**src/design/uiq_params.svh**
```systemverilog
// constants for the utility info query interpreter: offsets, reset values, codes
// assumes the including file knows nothing else about the block
`ifndef UIQ_PARAMS_SVH
`define UIQ_PARAMS_SVH

// ------------------------------------------------------------
// register offsets (byte addresses)
// ------------------------------------------------------------
`define UIQ_A_CFG    8'h00
`define UIQ_A_FILT   8'h04
`define UIQ_A_UNIT   8'h08
`define UIQ_A_FMT    8'h0C
`define UIQ_A_ISTAT  8'h10
`define UIQ_A_IMASK  8'h14
`define UIQ_A_LAST   8'h18

// ------------------------------------------------------------
// field positions and reset values
// ------------------------------------------------------------
`define UIQ_CFG_VSTB  3
`define UIQ_CFG_BTO   4
`define UIQ_LAST_BUSY 8
`define UIQ_RST_AXES  3'h7
`define UIQ_RST_FILT  12'h444
`define UIQ_RST_UNIT  8'h41
`define UIQ_RST_FMT   8'h53
`define UIQ_IRQ_DONE  0
`define UIQ_IRQ_CERR  1
`define UIQ_IRQ_EERR  2

// ------------------------------------------------------------
// characters
// ------------------------------------------------------------
`define UIQ_CH_DOLLAR 8'h24
`define UIQ_CH_HASH   8'h23
`define UIQ_CH_COMMA  8'h2C
`define UIQ_CH_CR     8'h0D
`define UIQ_CH_ZERO   8'h30
`define UIQ_CH_NINE   8'h39
`define UIQ_CH_X      8'h58
`define UIQ_CH_LT     8'h74
`define UIQ_CH_LB     8'h62
`define UIQ_CASE_OFS  8'h20
`define UIQ_NA_STR    16'h4E41

// ------------------------------------------------------------
// status codes and field counts
// ------------------------------------------------------------
`define UIQ_ST_OK     4'h0
`define UIQ_ST_INVAL  4'h1
`define UIQ_ST_CRC    4'h2
`define UIQ_ST_UNK    4'h3
`define UIQ_ST_NPAR   4'h4
`define UIQ_ST_PAR    4'h5
`define UIQ_ERR_BYTES 10
`define UIQ_ERR_BITS  80
`define UIQ_NF_ERRQ   5'h11

`endif

```
**src/design/uiq_pkg.sv**
```systemverilog
// types shared by the utility info query interpreter
// assumes uiq_params.svh holds all numeric constants
package uiq_pkg;

  typedef enum logic [3:0] {C_NONE, C_IAX, C_ICONF, C_DGF, C_ERQ, C_IFW, C_IGF, C_IGU, C_IHW} uiq_cmd_t;

  typedef enum logic [2:0] {T_IDLE, T_HASH, T_CMD, T_SEP, T_FLD, T_CSUM, T_CR} uiq_txs_t;

  // one response field: up to eight characters, left justified
  typedef struct packed {
    logic [3:0]  len;
    logic [63:0] str;
  } uiq_fld_t;

endpackage

```
**src/design/uiq_sum8.sv**
```systemverilog
// modulo-256 character sum used as the line checksum
// assumes clr and add are synchronous one-cycle strobes
`timescale 1ns/10ps
module uiq_sum8 (
  input  wire logic       clk,
  input  wire logic       rst_n,
  input  wire logic       clr,
  input  wire logic       add,
  input  wire logic [7:0] din,
  output logic      [7:0] sum_q
);
  wire [7:0] base = clr ? 8'h00 : sum_q;

  always_ff @(posedge clk or negedge rst_n) begin
    if (!rst_n) sum_q <= 8'h00;
    else if (clr || add) sum_q <= add ? base + din : base;
  end
endmodule // uiq_sum8

```
**src/design/uiq_err_acc.sv**
```systemverilog
// sticky accumulator for the extended error bits with snapshot-and-clear
// assumes set carries one-cycle error pulses
`timescale 1ns/10ps
`include "uiq_params.svh"
module uiq_err_acc (
  input  wire logic                     clk,
  input  wire logic                     rst_n,
  input  wire logic [`UIQ_ERR_BITS-1:0] set,
  input  wire logic                     take,
  output logic      [`UIQ_ERR_BITS-1:0] snap_q
);
  logic [`UIQ_ERR_BITS-1:0] acc_q;

  // an error arriving with take is kept for the next report, never lost
  always_ff @(posedge clk or negedge rst_n) begin
    if (!rst_n) begin
      acc_q  <= '0;
      snap_q <= '0;
    end else begin
      acc_q <= take ? set : (acc_q | set);
      if (take) snap_q <= acc_q;
    end
  end
endmodule // uiq_err_acc

```
**src/design/uiq_top.sv**
```systemverilog
// utility info query interpreter: parses ASCII query lines, builds responses
// assumes byte-wide receive/transmit streams from a serial controller
// What this block does
// RULE1 - each answer is '#', the command word, status, results, checksum and CR.
// RULE2 - the received command word is echoed right after '#', status 0 on success; the code echoes it only for status 0, 4 and 5.
// RULE3 - axis query returns configured axes letters or NA, then two NA fields.
// RULE4 - the host passes t with the config query to ask for strobe toggling.
// RULE5 - the host may pass b instead to ask about the bias trim datagram.
// RULE6 - config query echoes the argument in upper case then its value, 0 inactive.
// RULE7 - format query returns a one letter code, S for id-rate-checksum.
// RULE8 - error query returns ten decimal bytes MSB first then six 0 fields.
// RULE9 - reporting the error register clears it, keeping only new errors.
// RULE10 - firmware query returns one identity text field.
// RULE11 - filter query returns one code per axis X,Y,Z, NA when unconfigured.
// RULE12 - unit query returns a letter code, A for degrees per second.
// RULE13 - hardware query returns one identity text field.
// RULE14 - checksum is the 8-bit sum of all chars through the last comma, in decimal.
// RULE15 - with several errors only the lowest status code is reported.
// RULE16 - incoming checksums are checked with the same sum before executing.
//
// Our own choices: the address-and-strobe port and the register addresses.
`timescale 1ns/10ps
`include "uiq_params.svh"
module uiq_top #(
  parameter logic [63:0] FW_ID = 64'h4657_4346_472D_3031, // arbitrary value
  parameter logic [63:0] HW_ID = 64'h4857_4346_472D_3031  // arbitrary value
) (
  input  wire logic                     CLOCK,
  input  wire logic                     RSTN,
  input  wire logic [7:0]               RX_DATA,
  input  wire logic                     RX_VALID,
  output logic      [7:0]               TX_DATA,
  output logic                          TX_VALID,
  input  wire logic                     TX_READY,
  input  wire logic [`UIQ_ERR_BITS-1:0] ERR_IN,
  input  wire logic [7:0]               ADDR,
  input  wire logic [31:0]              WDATA,
  input  wire logic                     WR,
  input  wire logic                     RD,
  output logic      [31:0]              RDATA,
  output logic                          IRQ
);

  // ------------------------------------------------------------
  // helpers
  // ------------------------------------------------------------
  function automatic uiq_pkg::uiq_fld_t num_fld(input logic [7:0] v);
    uiq_pkg::uiq_fld_t r;
    logic [7:0] h;
    logic [7:0] t;
    logic [7:0] o;
    h = v / 8'd100;
    t = (v / 8'd10) % 8'd10;
    o = v % 8'd10;
    r.str = '0;
    if (v >= 8'd100) begin
      r.len = 4'd3;
      r.str[63:40] = {`UIQ_CH_ZERO + h, `UIQ_CH_ZERO + t, `UIQ_CH_ZERO + o};
    end else if (v >= 8'd10) begin
      r.len = 4'd2;
      r.str[63:48] = {`UIQ_CH_ZERO + t, `UIQ_CH_ZERO + o};
    end else begin
      r.len = 4'd1;
      r.str[63:56] = `UIQ_CH_ZERO + o;
    end
    return r;
  endfunction

  function automatic uiq_pkg::uiq_fld_t chr_fld(input logic [7:0] c);
    return '{len: 4'd1, str: {c, 56'h0}};
  endfunction

  function automatic uiq_pkg::uiq_fld_t na_fld();
    return '{len: 4'd2, str: {`UIQ_NA_STR, 48'h0}};
  endfunction

  function automatic logic [7:0] chr_at(input logic [63:0] s, input logic [3:0] i);
    return s[8*(7-i) +: 8];
  endfunction

  function automatic uiq_pkg::uiq_cmd_t cmd_dec(input logic [39:0] w, input logic [2:0] n);
    uiq_pkg::uiq_cmd_t c;
    c = uiq_pkg::C_NONE;
    if (n == 3'd3 && w[23:0] == 24'h69_6178) c = uiq_pkg::C_IAX;
    if (n == 3'd5 && w == 40'h69_636F_6E66) c = uiq_pkg::C_ICONF;
    if (n == 3'd2 && w[15:0] == 16'h6964) c = uiq_pkg::C_DGF;
    if (n == 3'd2 && w[15:0] == 16'h6965) c = uiq_pkg::C_ERQ;
    if (n == 3'd3 && w[23:0] == 24'h69_6677) c = uiq_pkg::C_IFW;
    if (n == 3'd3 && w[23:0] == 24'h69_6766) c = uiq_pkg::C_IGF;
    if (n == 3'd3 && w[23:0] == 24'h69_6775) c = uiq_pkg::C_IGU;
    if (n == 3'd3 && w[23:0] == 24'h69_6877) c = uiq_pkg::C_IHW;
    return c;
  endfunction

  // ------------------------------------------------------------
  // receive side
  // ------------------------------------------------------------
  logic                 rx_act_q, dollar_q, go_q, nbad_q;
  logic [39:0]          word_q;
  logic [2:0]           wlen_q;
  logic [1:0]           ncomma_q, plen_q, nd_q;
  logic [7:0]           par_q, sum_lc_q;
  logic [9:0]           num_q;
  logic [7:0]           rx_sum;
  uiq_pkg::uiq_txs_t    txs_q;

  wire       busy    = (txs_q != uiq_pkg::T_IDLE) || go_q;
  wire       rx_take = RX_VALID && !busy; // lines arriving mid-answer are dropped
  wire       is_cr   = RX_DATA == `UIQ_CH_CR;
  wire       is_cm   = RX_DATA == `UIQ_CH_COMMA;
  wire       is_dg   = RX_DATA >= `UIQ_CH_ZERO && RX_DATA <= `UIQ_CH_NINE;
  wire       rx_new  = rx_take && !is_cr && !rx_act_q;
  wire       rx_more = rx_take && !is_cr && rx_act_q;
  wire [9:0] dig     = {6'h0, RX_DATA[3:0]};

  uiq_sum8 u_rx_sum (
    .clk   (CLOCK),
    .rst_n (RSTN),
    .clr   (rx_new),
    .add   (rx_take && !is_cr),
    .din   (RX_DATA),
    .sum_q (rx_sum)
  );

  always_ff @(posedge CLOCK or negedge RSTN) begin
    if (!RSTN) begin
      rx_act_q <= 1'b0;
      dollar_q <= 1'b0;
      go_q     <= 1'b0;
      word_q   <= '0;
      wlen_q   <= '0;
      ncomma_q <= '0;
      plen_q   <= '0;
      nd_q     <= '0;
      nbad_q   <= 1'b1;
      par_q    <= '0;
      sum_lc_q <= '0;
      num_q    <= '0;
    end else begin
      go_q <= rx_take && is_cr && rx_act_q;
      if (rx_take && is_cr) rx_act_q <= 1'b0;
      if (rx_new) begin
        rx_act_q <= 1'b1;
        dollar_q <= RX_DATA == `UIQ_CH_DOLLAR;
        word_q   <= '0;
        wlen_q   <= '0;
        ncomma_q <= '0;
        plen_q   <= '0;
        nd_q     <= '0;
        nbad_q   <= 1'b1;
      end
      if (rx_more && is_cm) begin
        if (ncomma_q != 2'd3) ncomma_q <= ncomma_q + 2'd1;
        sum_lc_q <= rx_sum + `UIQ_CH_COMMA; // RULE14
        num_q    <= '0;
        nd_q     <= '0;
        nbad_q   <= 1'b1;
      end
      if (rx_more && !is_cm) begin
        if (ncomma_q == 2'd0) begin
          word_q <= {word_q[31:0], RX_DATA};
          if (wlen_q != 3'd7) wlen_q <= wlen_q + 3'd1;
        end
        if (ncomma_q == 2'd1) begin
          if (plen_q == 2'd0) par_q <= RX_DATA;
          if (plen_q != 2'd3) plen_q <= plen_q + 2'd1;
        end
        if (is_dg && nd_q != 2'd3) begin
          num_q  <= 10'(num_q * 10'd10) + dig;
          nd_q   <= nd_q + 2'd1;
          nbad_q <= 1'b0;
        end else begin
          nbad_q <= 1'b1; // non-digit or a fourth digit spoils the checksum
        end
      end
    end
  end

  // ------------------------------------------------------------
  // command decode and status
  // ------------------------------------------------------------
  uiq_pkg::uiq_cmd_t cmd_w;
  assign cmd_w = cmd_dec(word_q, wlen_q);

  wire       crc_ok  = ncomma_q != 2'd0 && !nbad_q && num_q == {2'b00, sum_lc_q}; // RULE16
  wire [1:0] exp_cm  = (cmd_w == uiq_pkg::C_ICONF) ? 2'd2 : 2'd1;
  wire       par_bad = cmd_w == uiq_pkg::C_ICONF &&
                       (plen_q != 2'd1 || (par_q != `UIQ_CH_LT && par_q != `UIQ_CH_LB)); // RULE4 RULE5
  wire [3:0] st_w    = !dollar_q                ? `UIQ_ST_INVAL : // RULE15
                       !crc_ok                  ? `UIQ_ST_CRC   :
                       cmd_w == uiq_pkg::C_NONE ? `UIQ_ST_UNK   :
                       ncomma_q != exp_cm       ? `UIQ_ST_NPAR  :
                       par_bad                  ? `UIQ_ST_PAR   : `UIQ_ST_OK;

  // ------------------------------------------------------------
  // configuration registers
  // ------------------------------------------------------------
  logic [2:0]  axes_q, istat_q, imask_q;
  logic        vstb_q, bto_q;
  logic [11:0] filt_q;
  logic [7:0]  unit_q, fmt_q;
  logic [3:0]  last_q;
  logic [31:0] rd_mux;
  logic [`UIQ_ERR_BITS-1:0] snap;

  wire wr_cfg  = WR && ADDR == `UIQ_A_CFG;
  wire wr_filt = WR && ADDR == `UIQ_A_FILT;
  wire wr_unit = WR && ADDR == `UIQ_A_UNIT;
  wire wr_fmt  = WR && ADDR == `UIQ_A_FMT;
  wire wr_ist  = WR && ADDR == `UIQ_A_ISTAT;
  wire wr_imsk = WR && ADDR == `UIQ_A_IMASK;

  // ------------------------------------------------------------
  // response sequencer
  // ------------------------------------------------------------
  uiq_pkg::uiq_cmd_t cmd_q;
  uiq_pkg::uiq_fld_t fld, csf;
  logic [3:0] st_q, ci_q;
  logic [4:0] fi_q, nf_q;
  logic       echo_q;
  logic [7:0] tx_sum, tx_byte;

  wire slot    = !TX_VALID || TX_READY;
  wire tx_load = slot && txs_q != uiq_pkg::T_IDLE;
  wire tx_add  = tx_load && txs_q != uiq_pkg::T_CSUM && txs_q != uiq_pkg::T_CR;
  wire done    = tx_load && txs_q == uiq_pkg::T_CR;
  wire snap_go = go_q && st_w == `UIQ_ST_OK && cmd_w == uiq_pkg::C_ERQ; // RULE9
  wire [1:0] ax = 2'(fi_q - 5'd1);

  uiq_sum8 u_tx_sum (
    .clk   (CLOCK),
    .rst_n (RSTN),
    .clr   (go_q),
    .add   (tx_add),
    .din   (tx_byte),
    .sum_q (tx_sum)
  );

  uiq_err_acc u_err (
    .clk    (CLOCK),
    .rst_n  (RSTN),
    .set    (ERR_IN),
    .take   (snap_go),
    .snap_q (snap)
  );

  always_comb begin
    fld = chr_fld(`UIQ_CH_ZERO);
    if (fi_q == 5'd0) begin
      fld = num_fld({4'h0, st_q});
    end else begin
      unique case (cmd_q)
        uiq_pkg::C_NONE: ;
        uiq_pkg::C_IAX: begin
          fld = na_fld(); // RULE3
          if (fi_q == 5'd1 && axes_q != 3'h0) begin
            fld.len = 4'd0;
            fld.str = '0;
            for (int i = 0; i < 3; i++) begin
              if (axes_q[i]) begin
                fld.str[8*(7-fld.len) +: 8] = `UIQ_CH_X + 8'(i);
                fld.len = fld.len + 4'd1;
              end
            end
          end
        end
        uiq_pkg::C_ICONF: fld = (fi_q == 5'd1) ? chr_fld(par_q - `UIQ_CASE_OFS) : // RULE6
                                chr_fld(`UIQ_CH_ZERO + {7'h0, par_q == `UIQ_CH_LT ? vstb_q : bto_q});
        uiq_pkg::C_DGF:   fld = chr_fld(fmt_q); // RULE7
        uiq_pkg::C_ERQ:   if (fi_q <= 5'd10) fld = num_fld(snap[8*(`UIQ_ERR_BYTES-fi_q) +: 8]); // RULE8
        uiq_pkg::C_IFW:   fld = '{len: 4'd8, str: FW_ID}; // RULE10
        uiq_pkg::C_IGF:   fld = axes_q[ax] ? num_fld({4'h0, filt_q[4*ax +: 4]}) : na_fld(); // RULE11
        uiq_pkg::C_IGU:   fld = chr_fld(unit_q); // RULE12
        uiq_pkg::C_IHW:   fld = '{len: 4'd8, str: HW_ID}; // RULE13
      endcase
    end
  end

  assign csf = num_fld(tx_sum); // RULE14

  // RULE1
  assign tx_byte = txs_q == uiq_pkg::T_HASH ? `UIQ_CH_HASH :
                   txs_q == uiq_pkg::T_CMD  ? word_q[8*(wlen_q-3'd1-ci_q[2:0]) +: 8] :
                   txs_q == uiq_pkg::T_SEP  ? `UIQ_CH_COMMA :
                   txs_q == uiq_pkg::T_FLD  ? chr_at(fld.str, ci_q) :
                   txs_q == uiq_pkg::T_CSUM ? chr_at(csf.str, ci_q) : `UIQ_CH_CR;

  always_ff @(posedge CLOCK or negedge RSTN) begin
    if (!RSTN) begin
      txs_q    <= uiq_pkg::T_IDLE;
      cmd_q    <= uiq_pkg::C_NONE;
      st_q     <= `UIQ_ST_OK;
      nf_q     <= 5'h0;
      echo_q   <= 1'b0;
      ci_q     <= 4'h0;
      fi_q     <= 5'h0;
      TX_VALID <= 1'b0;
      TX_DATA  <= 8'h00;
    end else begin
      if (slot) TX_VALID <= tx_load;
      if (tx_load) TX_DATA <= tx_byte;
      if (go_q) begin
        txs_q  <= uiq_pkg::T_HASH;
        cmd_q  <= (st_w == `UIQ_ST_OK) ? cmd_w : uiq_pkg::C_NONE;
        st_q   <= st_w;
        echo_q <= st_w == `UIQ_ST_OK || st_w >= `UIQ_ST_NPAR; // RULE2
        nf_q   <= st_w != `UIQ_ST_OK     ? 5'h1 :
                  cmd_w == uiq_pkg::C_IAX || cmd_w == uiq_pkg::C_IGF ? 5'h4 :
                  cmd_w == uiq_pkg::C_ICONF ? 5'h3 :
                  cmd_w == uiq_pkg::C_ERQ   ? `UIQ_NF_ERRQ : 5'h2;
        ci_q   <= 4'h0;
        fi_q   <= 5'h0;
      end else if (tx_load) begin
        unique case (txs_q)
          uiq_pkg::T_IDLE: ;
          uiq_pkg::T_HASH: txs_q <= echo_q ? uiq_pkg::T_CMD : uiq_pkg::T_SEP;
          uiq_pkg::T_CMD: begin
            ci_q <= (ci_q == {1'b0, wlen_q} - 4'd1) ? 4'h0 : ci_q + 4'd1;
            if (ci_q == {1'b0, wlen_q} - 4'd1) txs_q <= uiq_pkg::T_SEP;
          end
          uiq_pkg::T_SEP: txs_q <= (fi_q == nf_q) ? uiq_pkg::T_CSUM : uiq_pkg::T_FLD;
          uiq_pkg::T_FLD: begin
            ci_q <= (ci_q == fld.len - 4'd1) ? 4'h0 : ci_q + 4'd1;
            if (ci_q == fld.len - 4'd1) begin
              txs_q <= uiq_pkg::T_SEP;
              fi_q  <= fi_q + 5'd1;
            end
          end
          uiq_pkg::T_CSUM: begin
            ci_q <= ci_q + 4'd1;
            if (ci_q == csf.len - 4'd1) txs_q <= uiq_pkg::T_CR;
          end
          uiq_pkg::T_CR: txs_q <= uiq_pkg::T_IDLE;
        endcase
      end
    end
  end

  // ------------------------------------------------------------
  // register bus and interrupt
  // ------------------------------------------------------------
  wire [2:0] ev      = {|ERR_IN, done && st_q != `UIQ_ST_OK, done};
  wire [2:0] istat_d = (istat_q & ~(wr_ist ? WDATA[2:0] : 3'h0)) | ev; // set wins over clear

  assign rd_mux = ADDR == `UIQ_A_CFG   ? {27'h0, bto_q, vstb_q, axes_q} :
                  ADDR == `UIQ_A_FILT  ? {20'h0, filt_q} :
                  ADDR == `UIQ_A_UNIT  ? {24'h0, unit_q} :
                  ADDR == `UIQ_A_FMT   ? {24'h0, fmt_q} :
                  ADDR == `UIQ_A_ISTAT ? {29'h0, istat_q} :
                  ADDR == `UIQ_A_IMASK ? {29'h0, imask_q} :
                  ADDR == `UIQ_A_LAST  ? {23'h0, busy, 4'h0, last_q} : 32'h0;

  always_ff @(posedge CLOCK or negedge RSTN) begin
    if (!RSTN) begin
      axes_q  <= `UIQ_RST_AXES;
      vstb_q  <= 1'b0;
      bto_q   <= 1'b0;
      filt_q  <= `UIQ_RST_FILT;
      unit_q  <= `UIQ_RST_UNIT;
      fmt_q   <= `UIQ_RST_FMT;
      istat_q <= 3'h0;
      imask_q <= 3'h0;
      last_q  <= 4'h0;
      RDATA   <= 32'h0;
      IRQ     <= 1'b0;
    end else begin
      if (wr_cfg) {bto_q, vstb_q, axes_q} <= WDATA[`UIQ_CFG_BTO:0];
      if (wr_filt) filt_q <= WDATA[11:0];
      if (wr_unit) unit_q <= WDATA[7:0];
      if (wr_fmt) fmt_q <= WDATA[7:0];
      if (wr_imsk) imask_q <= WDATA[2:0];
      if (done) last_q <= st_q;
      istat_q <= istat_d;
      IRQ     <= |(istat_d & imask_q);
      RDATA   <= RD ? rd_mux : 32'h0;
    end
  end
endmodule // uiq_top

```
**config.mk**
```make
export PLATFORM = sky130hd
export DESIGN_NAME = uiq_top
export DESIGN_NICKNAME = d
export VERILOG_FILES = /design/src/design/uiq_pkg.sv /design/src/design/uiq_sum8.sv /design/src/design/uiq_err_acc.sv /design/src/design/uiq_top.sv
export VERILOG_INCLUDE_DIRS = /design/src /design/src/design
export SDC_FILE = /design/constraint.sdc
export NUM_CORES = 1
export LEC_CHECK = 0
export ABC_AREA = 1
export BUFFER_PORTS_ARGS = -buffer_cell sky130_fd_sc_hd__buf_2
export CAP_MARGIN = 20
export CELL_PAD_IN_SITES_DETAIL_PLACEMENT = 1
export CELL_PAD_IN_SITES_GLOBAL_PLACEMENT = 2
export CORE_MARGIN = 2
export CORE_UTILIZATION = 25
export DETAILED_ROUTE_END_ITERATION = 7
export PLACE_DENSITY = 0.68
export RECOVER_POWER = 50
export SLEW_MARGIN = 20
export SYNTH_ARGS = -nofsm -noshare
export SYNTH_HDL_FRONTEND = slang
export SYNTH_SLANG_ARGS = --single-unit
```
**constraint.sdc**
```tcl
create_clock -name CLOCK -period 8.99 [get_ports CLOCK]
set_input_delay 0 -clock CLOCK [delete_from_list [all_inputs] [get_ports CLOCK]]
set_output_delay 0 -clock CLOCK [all_outputs]
set_load 0.05 [all_outputs]
```
==> results of run 1 <==
==> logic make-up after synthesis <==
group | Yosys count | synth area share
flip-flops | 343 | 0.412
adder cells (fa/ha/maj) | 82 | 0.0510
AO/OA/AOI/OAI | 668 | 0.190
buffers and inverters | 531 | 0.101
AND/OR/NAND/NOR | 1056 | 0.227
other | 2 | 0.000360
XOR/XNOR | 44 | 0.0185
==> state kept, by name, indices dropped and copies added, names as in the netlist, 4 cells and up <==
signal	flops
sum_lc_q	8
u_err.snap_q	80
unit_q	8
TX_DATA	8
cmd_q	4
word_q	40
ci_q	4
fi_q	5
RDATA	12
u_rx_sum.sum_q	8
u_tx_sum.sum_q	8
u_err.acc_q	80
num_q	10
nf_q	4
par_q	8
filt_q	12
fmt_q	8
==> metal layers <==
metal,vias to the layer above,wire (µm),GRT usage
li1,9419,-,-
met1,9551,35200,0.234
met2,302,33500,0.278
met3,82,2360,0.0236
met4,0,1370,0.0415
met5,-,0,0
==> where the power goes <==
part | internal [mW] | switching [mW]
combinational | 1.05 | 2.23
sequential | 1.73 | 0.209
clock | 1.05 | 0.723
==> synthesized netlist by cell type, types with 11 or more instances <==
cell type / n / area, µm²
nand2_1: 542 / 2030
inv_1: 399 / 1500
dfrtp_1: 330 / 8260
o21ai_0: 328 / 1640
nor2_1: 186 / 698
nand3_1: 137 / 686
a21oi_1: 108 / 541
o21bai_1: 80 / 601
ha_1: 77 / 963
clkbuf_1: 61 / 229
nor4_1: 39 / 244
nor3_1: 38 / 190
nand4_1: 36 / 225
nand2_2: 31 / 194
xor2_1: 28 / 245
buf_4: 25 / 188
inv_2: 21 / 78.8
o221ai_1: 20 / 175
o211ai_1: 19 / 143
a31oi_1: 18 / 113
o22ai_1: 18 / 113
xnor2_1: 16 / 140
dfstp_2: 13 / 342
nand2_4: 12 / 135
o21ai_1: 11 / 55.1
==> final cells by class <==
type / instances / area, µm²
multi-input cells: 1872 / 10200
flip-flops and latches: 343 / 8600
diodes: 2 / 5.00
clock buffers: 67 / 1290
repair buffers: 262 / 1880
well taps: 1070 / 1340
clock inverters: 13 / 148
inverters: 430 / 1620
fillers: 9913 / 57300
==> worst max-delay path by stage <==
stage / start / end / cells past startpoint / slack (ps)
5_1_grt: fi_q[1] / u_tx_sum.sum_q[7] / 64 / 70
6_report: fi_q[1] / u_tx_sum.sum_q[7] / 63 / 1210
3_5_place_dp: fi_q[1] / u_tx_sum.sum_q[7] / 61 / 1000
4_1_cts: fi_q[1] / u_tx_sum.sum_q[7] / 61 / 950
2_1_floorplan: fi_q[0] / u_tx_sum.sum_q[7] / 66 / 2040
3_3_place_gp: fi_q[1] / u_tx_sum.sum_q[7] / 61 / 1240
==> stage by stage <==
step	hold WS, ps	cell area (µm²)	std cells	total power [mW]	utilization
6_report	53.3	25100	4059	7.00	0.305
5_1_grt	108	25100	4059	7.63	0.305
4_1_cts	12.6	25200	4057	7.08	0.305
3_5_place_dp	114	22600	3863	5.22	0.274
3_3_place_gp	99.2	22600	3863	5.13	0.274
2_1_floorplan	-296	20900	2746	4.26	-
==> cell usage in the layout (no fill, tap or decap), drive strengths merged, types with 20 or more instances in the layout <==
master	n
xor2	28
o21ai	343
nor2	193
nand3	147
o211ai	20
inv	423
dfrtp	330
nand2	586
buf	120
nand4	38
dlygate4sd3	114
o221ai	20
conb	22
nor3	39
nor4	39
ha	77
o21bai	81
clkbuf	95
a21oi	112
==> repair_timing <==
action	CTS	global route
hold buffers	114	0
endpoints found under the setup margin	0	1
resized for setup	0	4
hold endpoints to repair	263	0
==> worst max-delay path, delay by kind of cell, from the launching register on <==
family | cells | cell delay, ps
AND/OR/NAND/NOR | 42 | 4070
buffers and inverters | 10 | 900
flip-flops | 1 | 440
AO/OA/AOI/OAI | 7 | 1140
adder cells (fa/ha/maj) | 4 | 1100
==> results.sh, run 1 <==
export IMPL_routedWlPerCell_um=17.8
export IMPL_setup_violations_final=0
export IMPL_status="complete, but fails checks"
export IMPL_setup_tns_ps=0
export IMPL_numCtsBuffers=44
export IMPL_worstSetupPathType="reg2reg"
export IMPL_tightest_slew_ps=5800
export IMPL_die_width_um=293
export IMPL_maxCapViolCount=3
export IMPL_portBuffers=135
export IMPL_hold_violations=0
export IMPL_r2r_cells=63
export IMPL_power_leakage_nw=12.3
export IMPL_postCtsSetupBuffers=0
export IMPL_required_ps=9470
export IMPL_period_minus_slack_ps=7780
export IMPL_drt_wl_total_mm=72.4
export IMPL_regToRegSetupSlack_ps=1210
export IMPL_vias_per_cell=4.77
export IMPL_synth_edf_count=0
export IMPL_die_area_mm2=0.0858
export IMPL_worst_slack_ps=1210
export IMPL_grt_pass1_vias=20700
export IMPL_grt_first_pass_wirelength_mm=117
export IMPL_rsz0062_at_grt="false"
export IMPL_ys_warn_count=0
export IMPL_peakVddDrop_v=0.000160
export IMPL_slowest_delay_ps=440
export IMPL_maxSlewViolCount=348
export IMPL_grt_antenna_before_repair=3
export IMPL_drtIter0Drc=978
export IMPL_drive_above_1_share=0.105
export IMPL_grt_overflow_total=0
export IMPL_hold_start="ADDR[4]"
export IMPL_gr_usage_all_layers=0.169
export IMPL_h_tree_depth=2
export IMPL_nNetsFinal=3169
export IMPL_start_util=0.253
export IMPL_min_period_over_period=0.866
export IMPL_path_common_cell="nand2_1"
export IMPL_synthArstFlopShare=1.00
export IMPL_cp_arrival_ps=8260
export IMPL_ys_flop_type="dfrtp_1"
export IMPL_insertion_delay_ps=590
export IMPL_first_pass_iters=7
export IMPL_hold_class="in2reg"
export IMPL_gp_congestion=0.855
export IMPL_clkTransAtPathRegs_ps=60
export IMPL_cts_sinks=343
export IMPL_tritoncts="done"
export IMPL_core_mm2=0.0824
export IMPL_whs_path_depth=6
export IMPL_drc=0
export IMPL_area_delta_synth_final_pct=20.4
export IMPL_avgSynthCellArea_um2=7.65
export IMPL_seq_area_frac_synth=0.412
export IMPL_r2r_start="fi_q[1]"
export IMPL_die_h_um=293
export IMPL_max_clock_path_buffers=3
export IMPL_ys_types=68
export IMPL_p_per_area_mw_per_mm2=279
export IMPL_boundaryPins=176
export IMPL_cp_max_fo=22
export IMPL_synth_seq_cells=343
export IMPL_netlist_area_mm2=0.0209
export IMPL_min_to="istat_q[0]"
export IMPL_cts_root_buf="clkbuf_16"
export IMPL_reg2reg_to="u_tx_sum.sum_q[7]"
export IMPL_netlist_instances=2726
export IMPL_fin_skew_ps=20.3
export IMPL_critPathLaunchType="register"
export IMPL_dp_slack_ps=1000
export IMPL_vias=19400
export IMPL_violations="max-capacitance violations, max-slew violations"
export IMPL_ant_nets=0
export IMPL_slowest_stage="dfrtp_2"
export IMPL_slew_headroom=-2.86
export IMPL_rows=105
export IMPL_hpwl_mm=53.8
export IMPL_fmax_mhz=129
export IMPL_grt_max_degree=169
export IMPL_endpoint_kind="register"
No activity file was read; power rests on OpenSTA's default activity.
==> run 2: changes to the inputs <==
--- a/config.mk
+++ b/config.mk
@@ -14,7 +14,7 @@
 export CORE_MARGIN = 2
 export CORE_UTILIZATION = 25
 export DETAILED_ROUTE_END_ITERATION = 7
-export PLACE_DENSITY = 0.68
+export PLACE_DENSITY = 0.7
 export RECOVER_POWER = 50
 export SLEW_MARGIN = 20
 export SYNTH_ARGS = -nofsm -noshare
==> constraint.sdc (replaced) <==
create_clock -name CLOCK -period 6.7 [get_ports CLOCK]
set_input_delay 0 -clock CLOCK [delete_from_list [all_inputs] [get_ports CLOCK]]
set_output_delay 0 -clock CLOCK [all_outputs]
set_load 0.05 [all_outputs]
==> results.sh, run 2 (synthesis gave the netlist of run 1 again) <==
export IMPL_status="complete, but fails checks"
export IMPL_violations="max-capacitance violations, max-slew violations, negative setup slack"
export IMPL_endpoint_kind="register"
export IMPL_min_to="istat_q[0]"
export IMPL_grt_overflow_total=0
export IMPL_gp_congestion=0.871
export IMPL_maxCapViolCount=1
export IMPL_r2r_start="fi_q[0]"
export IMPL_mostFrequentLayoutCell="nand2_1"
export IMPL_reg2reg_to="u_tx_sum.sum_q[7]"
export IMPL_p_comb_frac=0.489
export IMPL_die_h_um=293
export IMPL_routedWlPerCell_um=18.1
export IMPL_hold_class="in2reg"
export IMPL_dp_slack_ps=-373
export IMPL_min_period_over_period=1.04
export IMPL_rsz0062_at_grt="true"
export IMPL_power_switching_mw=4.32
export IMPL_path_common_cell="nand2_2"
export IMPL_grt_max_degree=169
export IMPL_worstSetupPathType="reg2reg"
export IMPL_boundaryPins=176
export IMPL_worst_slack_ps=-298
export IMPL_final_cell_mix="nand2_1 (516), inv_1 (394), dfrtp_1 (329)"
export IMPL_setup_violations_final=2
export IMPL_core_mm2=0.0824
export IMPL_die_width_um=293
export IMPL_regToRegSetupSlack_ps=-300
export IMPL_required_ps=7160
export IMPL_rows=105
export IMPL_power_leakage_nw=12.8
export IMPL_ant_nets=0
export IMPL_whs_path_depth=7
export IMPL_hpwl_mm=55.1
export IMPL_drc=0
export IMPL_cpLargestDelayFamily="simple AND/OR/NAND/NOR gates"
export IMPL_grt_antenna_before_repair=2
export IMPL_fmax_mhz=143
export IMPL_cts_root_buf="clkbuf_16"
export IMPL_gr_usage_all_layers=0.171
export IMPL_vias=19900
export IMPL_tritoncts="done"
export IMPL_period_minus_slack_ps=7000
export IMPL_drive_above_1_share=0.154
export IMPL_max_clock_path_buffers=3
export IMPL_p_per_area_mw_per_mm2=365
export IMPL_crit_buf_inv=14
export IMPL_slew_headroom=-2.86
export IMPL_vias_per_cell=4.81
export IMPL_die_area_mm2=0.0858
export IMPL_cp_max_fo=5
export IMPL_area_delta_synth_final_pct=25.6
export IMPL_grt_pass1_vias=21100
export IMPL_r2r_cells=58
export IMPL_p_seq_frac=0.270
export IMPL_grt_first_pass_wirelength_mm=117
export IMPL_numCtsBuffers=41
export IMPL_hold_start="ADDR[2]"
export IMPL_slowest_stage="dfrtp_2"
export IMPL_nNetsFinal=3252
export IMPL_switching_share=0.453
export IMPL_cp_arrival_ps=7460
export IMPL_fin_skew_ps=24.5
export IMPL_tightest_slew_ps=5790
export IMPL_internal_power_mw=5.23
export IMPL_peakVddDrop_v=0.000230
export IMPL_slowest_delay_ps=460
export IMPL_portBuffers=135
export IMPL_h_tree_depth=2
export IMPL_hold_violations=0
export IMPL_insertion_delay_ps=590
export IMPL_reg_top3="u_err.acc_q x80, u_err.snap_q x80, word_q x40"
export IMPL_drtIter0Drc=1067
export IMPL_clkPwrFrac=0.241
export IMPL_maxSlewViolCount=108
export IMPL_critPathLaunchType="register"
export IMPL_cts_sinks=343
export IMPL_clkTransAtPathRegs_ps=60
export IMPL_dp_cells=3908
export IMPL_layout_cells_non_filler=4138
export IMPL_first_pass_iters=5
export IMPL_drt_wl_total_mm=74.8
export IMPL_start_util=0.253
run 2: cell count changes in the layout (fill, tap and decap cells not counted), moves of 7 or more:
cell / previous run / this run
nor2_1: 186 / 177
nand2_4: 13 / 26
nand2_2: 32 / 44
nor2_2: 4 / 11
nand3_2: 9 / 18
nand2_1: 540 / 516
buf_4: 9 / 88
nand3_1: 137 / 124
run 2: per-layer routing:
layer | vias up | routed length (µm) | share of wire | GRT usage
li1 | 9602 | - | - | -
met2 | 303 | 36400 | 0.49 | 0.294
met3 | 99 | 2310 | 0.031 | 0.0187
met5 | - | 0 | 0 | 0
met4 | 0 | 1970 | 0.026 | 0.0513
met1 | 9887 | 34100 | 0.46 | 0.225
run 2: final cells by class:
class                   instances  area, µm²
multi-input cells            1873      10700
inverters                     430       1630
fillers                      9909      56200
well taps                    1070       1340
flip-flops and latches        343       8600
repair buffers                347       2590
clock inverters                16        220
diodes                          2       5.00
clock buffers                  57       1160
run 2: timing repair:
action | in CTS | in global routing
hold endpoints to repair | 263 | 0
cloned | 1 | 1
setup endpoints to repair | 3 | 7
hold buffers | 112 | 0
resized for setup | 31 | 78
buffers inserted | 16 | 24
pin swaps | 16 | 62
run 2: metrics by stage:
stage                     TNS (ps)  utilization  hold WS, ps  cell area (µm²)  total power [mW]
after detailed placement      -585        0.279          137            23000              7.06
final                         -414        0.318         32.2            26200              9.55
after global placement           0        0.279          132            23000              6.91
after CTS                     -141        0.312         3.48            25700              9.51
after floorplan                  0            -         -296            21000              5.73
after global routing        -75940        0.318         93.7            26200              10.3
run 2: power by group through the flow:
stage	clock [mW]	sequential (mW)	combinational, mW
finish	2.30	2.58	4.67
global route	2.44	2.62	5.27
global placement	0	2.60	4.31
CTS	2.37	2.58	4.56
floorplan	0	2.60	3.13
detailed placement	0	2.62	4.45
run 2: worst max-delay path by stage:
stage	startpoint	to	cells after the start
2_1_floorplan	fi_q[0]	u_tx_sum.sum_q[7]	65
3_3_place_gp	fi_q[0]	u_tx_sum.sum_q[7]	55
3_5_place_dp	fi_q[1]	u_tx_sum.sum_q[7]	56
4_1_cts	fi_q[0]	u_tx_sum.sum_q[7]	63
5_1_grt	fi_q[0]	u_tx_sum.sum_q[7]	63
6_report	fi_q[0]	u_tx_sum.sum_q[7]	58
run 2: tightest hold or removal path, stage by stage:
cell and delay (ps):
buf_2 110, nor3_1 50, inv_1 70, nor2_1 80, nand2_1 100, o21ai_0 80, nand2_1 80
==> run 3: changes to the inputs <==
--- a/config.mk
+++ b/config.mk
@@ -11,10 +11,10 @@
 export CAP_MARGIN = 20
 export CELL_PAD_IN_SITES_DETAIL_PLACEMENT = 1
 export CELL_PAD_IN_SITES_GLOBAL_PLACEMENT = 2
-export CORE_MARGIN = 2
+export CORE_MARGIN = 5
 export CORE_UTILIZATION = 25
 export DETAILED_ROUTE_END_ITERATION = 7
-export PLACE_DENSITY = 0.7
+export PLACE_DENSITY = 0.68
 export RECOVER_POWER = 50
 export SLEW_MARGIN = 20
 export SYNTH_ARGS = -nofsm -noshare
==> constraint.sdc (replaced) <==
create_clock -name CLOCK -period 6.9 [get_ports CLOCK]
set_input_delay 0 -clock CLOCK [delete_from_list [all_inputs] [get_ports CLOCK]]
set_output_delay 0 -clock CLOCK [all_outputs]
set_load 0.05 [all_outputs]
==> results.sh, run 3 (synthesis gave the netlist of run 1 again) <==
export IMPL_violations="max-capacitance violations, max-slew violations, negative setup slack"
export IMPL_hold_violations=0
export IMPL_cp_arrival_ps=7400
export IMPL_insertion_delay_ps=580
export IMPL_routedWlPerCell_um=17.9
export IMPL_path_common_cell="nand2_1"
export IMPL_critPathLaunchType="register"
export IMPL_hpwl_mm=55.5
export IMPL_grt_overflow_total=0
export IMPL_final_util=0.314
export IMPL_slew_headroom=-2.76
export IMPL_numCtsBuffers=41
export IMPL_setup_violations_final=1
export IMPL_rows=106
export IMPL_gr_usage_all_layers=0.162
export IMPL_tightest_slew_ps=5640
export IMPL_gp_congestion=0.856
export IMPL_power_leakage_nw=12.7
export IMPL_min_period_over_period=1.00
export IMPL_tritoncts="done"
export IMPL_area_delta_synth_final_pct=25.1
export IMPL_peakVddDrop_v=0.000203
export IMPL_grt_first_pass_wirelength_mm=119
export IMPL_hold_class="in2reg"
export IMPL_dp_slack_ps=-360
export IMPL_die_h_um=299
export IMPL_required_ps=7360
export IMPL_status="complete, but fails checks"
export IMPL_p_per_area_mw_per_mm2=352
export IMPL_first_pass_iters=5
export IMPL_h_tree_depth=2
export IMPL_final_cell_mix="nand2_1 (518), inv_1 (392), dfrtp_1 (329)"
export IMPL_vias=19600
export IMPL_reg_top3="u_err.acc_q x80, u_err.snap_q x80, word_q x40"
export IMPL_max_clock_path_buffers=3
export IMPL_fin_skew_ps=28.8
export IMPL_slowest_delay_ps=420
export IMPL_clkTransAtPathRegs_ps=60
export IMPL_grt_pass1_vias=21000
export IMPL_multi_input_area_mm2=0.0107
export IMPL_rsz0062_at_grt="true"
export IMPL_core_mm2=0.0832
export IMPL_final_seq_area_mm2=0.00860
export IMPL_boundaryPins=176
export IMPL_endpoint_kind="register"
export IMPL_drtIter0Drc=1101
export IMPL_grt_max_degree=151
export IMPL_fmax_mhz=144
export IMPL_portBuffers=135
export IMPL_cp_max_fo=6
export IMPL_fill_cells=9908
export IMPL_worst_slack_ps=-34.4
export IMPL_ant_nets=0
export IMPL_cts_sinks=343
export IMPL_maxSlewViolCount=125
export IMPL_drive_above_1_share=0.147
export IMPL_grt_antenna_before_repair=1
export IMPL_drt_wl_total_mm=74.2
export IMPL_nNetsFinal=3234
export IMPL_worstSetupPathType="reg2reg"
export IMPL_die_area_mm2=0.0893
export IMPL_cts_root_buf="clkbuf_16"
export IMPL_vias_per_cell=4.74
export IMPL_drc=0
export IMPL_period_minus_slack_ps=6930
export IMPL_maxCapViolCount=1
export IMPL_setup_tns_ps=-34.4
export IMPL_die_width_um=299
export IMPL_slowest_stage="dfrtp_2"
export IMPL_start_util=0.251
export IMPL_mostFrequentLayoutCell="nand2_1"
export IMPL_holdWs_ps=23.0
run 3: final cells by class:
| cell class | instances | area share |
|---|---|---|
| Multi-Input combinational cell | 1872 | 0.409 |
| Clock buffer | 59 | 0.0450 |
| Clock inverter | 17 | 0.00661 |
| Sequential cell | 343 | 0.329 |
| Timing Repair Buffer | 330 | 0.0954 |
| Tap cell | 1080 | 0.0518 |
| Antenna cell | 1 | 0.0000959 |
| Inverter | 430 | 0.0630 |
run 3: metal layers:
| metal | track usage | part of all wire | vias up | wire length (µm) |
|---|---|---|---|---|
| met3 | 0.0171 | 0.028 | 64 | 2040 |
| met4 | 0.0306 | 0.016 | 2 | 1150 |
| li1 | - | - | 9559 | - |
| met5 | 0 | 0.00018 | - | 13 |
| met1 | 0.221 | 0.47 | 9683 | 34700 |
| met2 | 0.283 | 0.49 | 262 | 36200 |
run 3: worst max-delay path, delay by kind of cell (launching register included):
kind	cells	cell delay (ps)
AND/OR/NAND/NOR	29	2740
buffers and inverters	15	1260
AO/OA/AOI/OAI	7	1260
adder cells (fa/ha/maj)	4	980
flip-flops	1	420
XOR/XNOR	1	160
run 3: timing repair:
item	in CTS	in global routing
setup buffers	8	19
hold buffers	113	0
resized for setup	27	98
endpoints found under the setup margin	2	5
endpoints found under the hold margin	269	0
gates cloned	0	1
pin swaps	16	57
run 3: metrics by stage:
step | total power, mW | cell area, µm² | instances
global placement | 6.72 | 22900 | 3914
floorplan | 5.55 | 21000 | 2746
detailed placement | 6.86 | 22900 | 3914
CTS | 9.19 | 25600 | 4111
finish | 9.18 | 26100 | 4132
global route | 9.97 | 26100 | 4131
run 3: report_power, final:
part | switching, mW | internal (mW) | leakage, nW
sequential | 0.257 | 2.26 | 4.20
clock | 0.939 | 1.24 | 0.657
combinational | 2.97 | 1.51 | 7.87
total | 4.17 | 5.01 | 12.7
run 3: path summary, 6_finish.rpt:
path	start	depth (start not counted)	end	slack [ps]
worst max-delay path	fi_q[0]	56	u_tx_sum.sum_q[7]	-30
worst min-delay path	ADDR[3]	7	istat_q[0]	20
worst max register to register	fi_q[0]	56	u_tx_sum.sum_q[7]	-30
worst min register to register	u_err.snap_q[14]	2	u_err.snap_q[14]	490
max in group asynchronous	RSTN	2	fi_q[0]	1170
min in group asynchronous	RSTN	2	u_err.acc_q[2]	2110
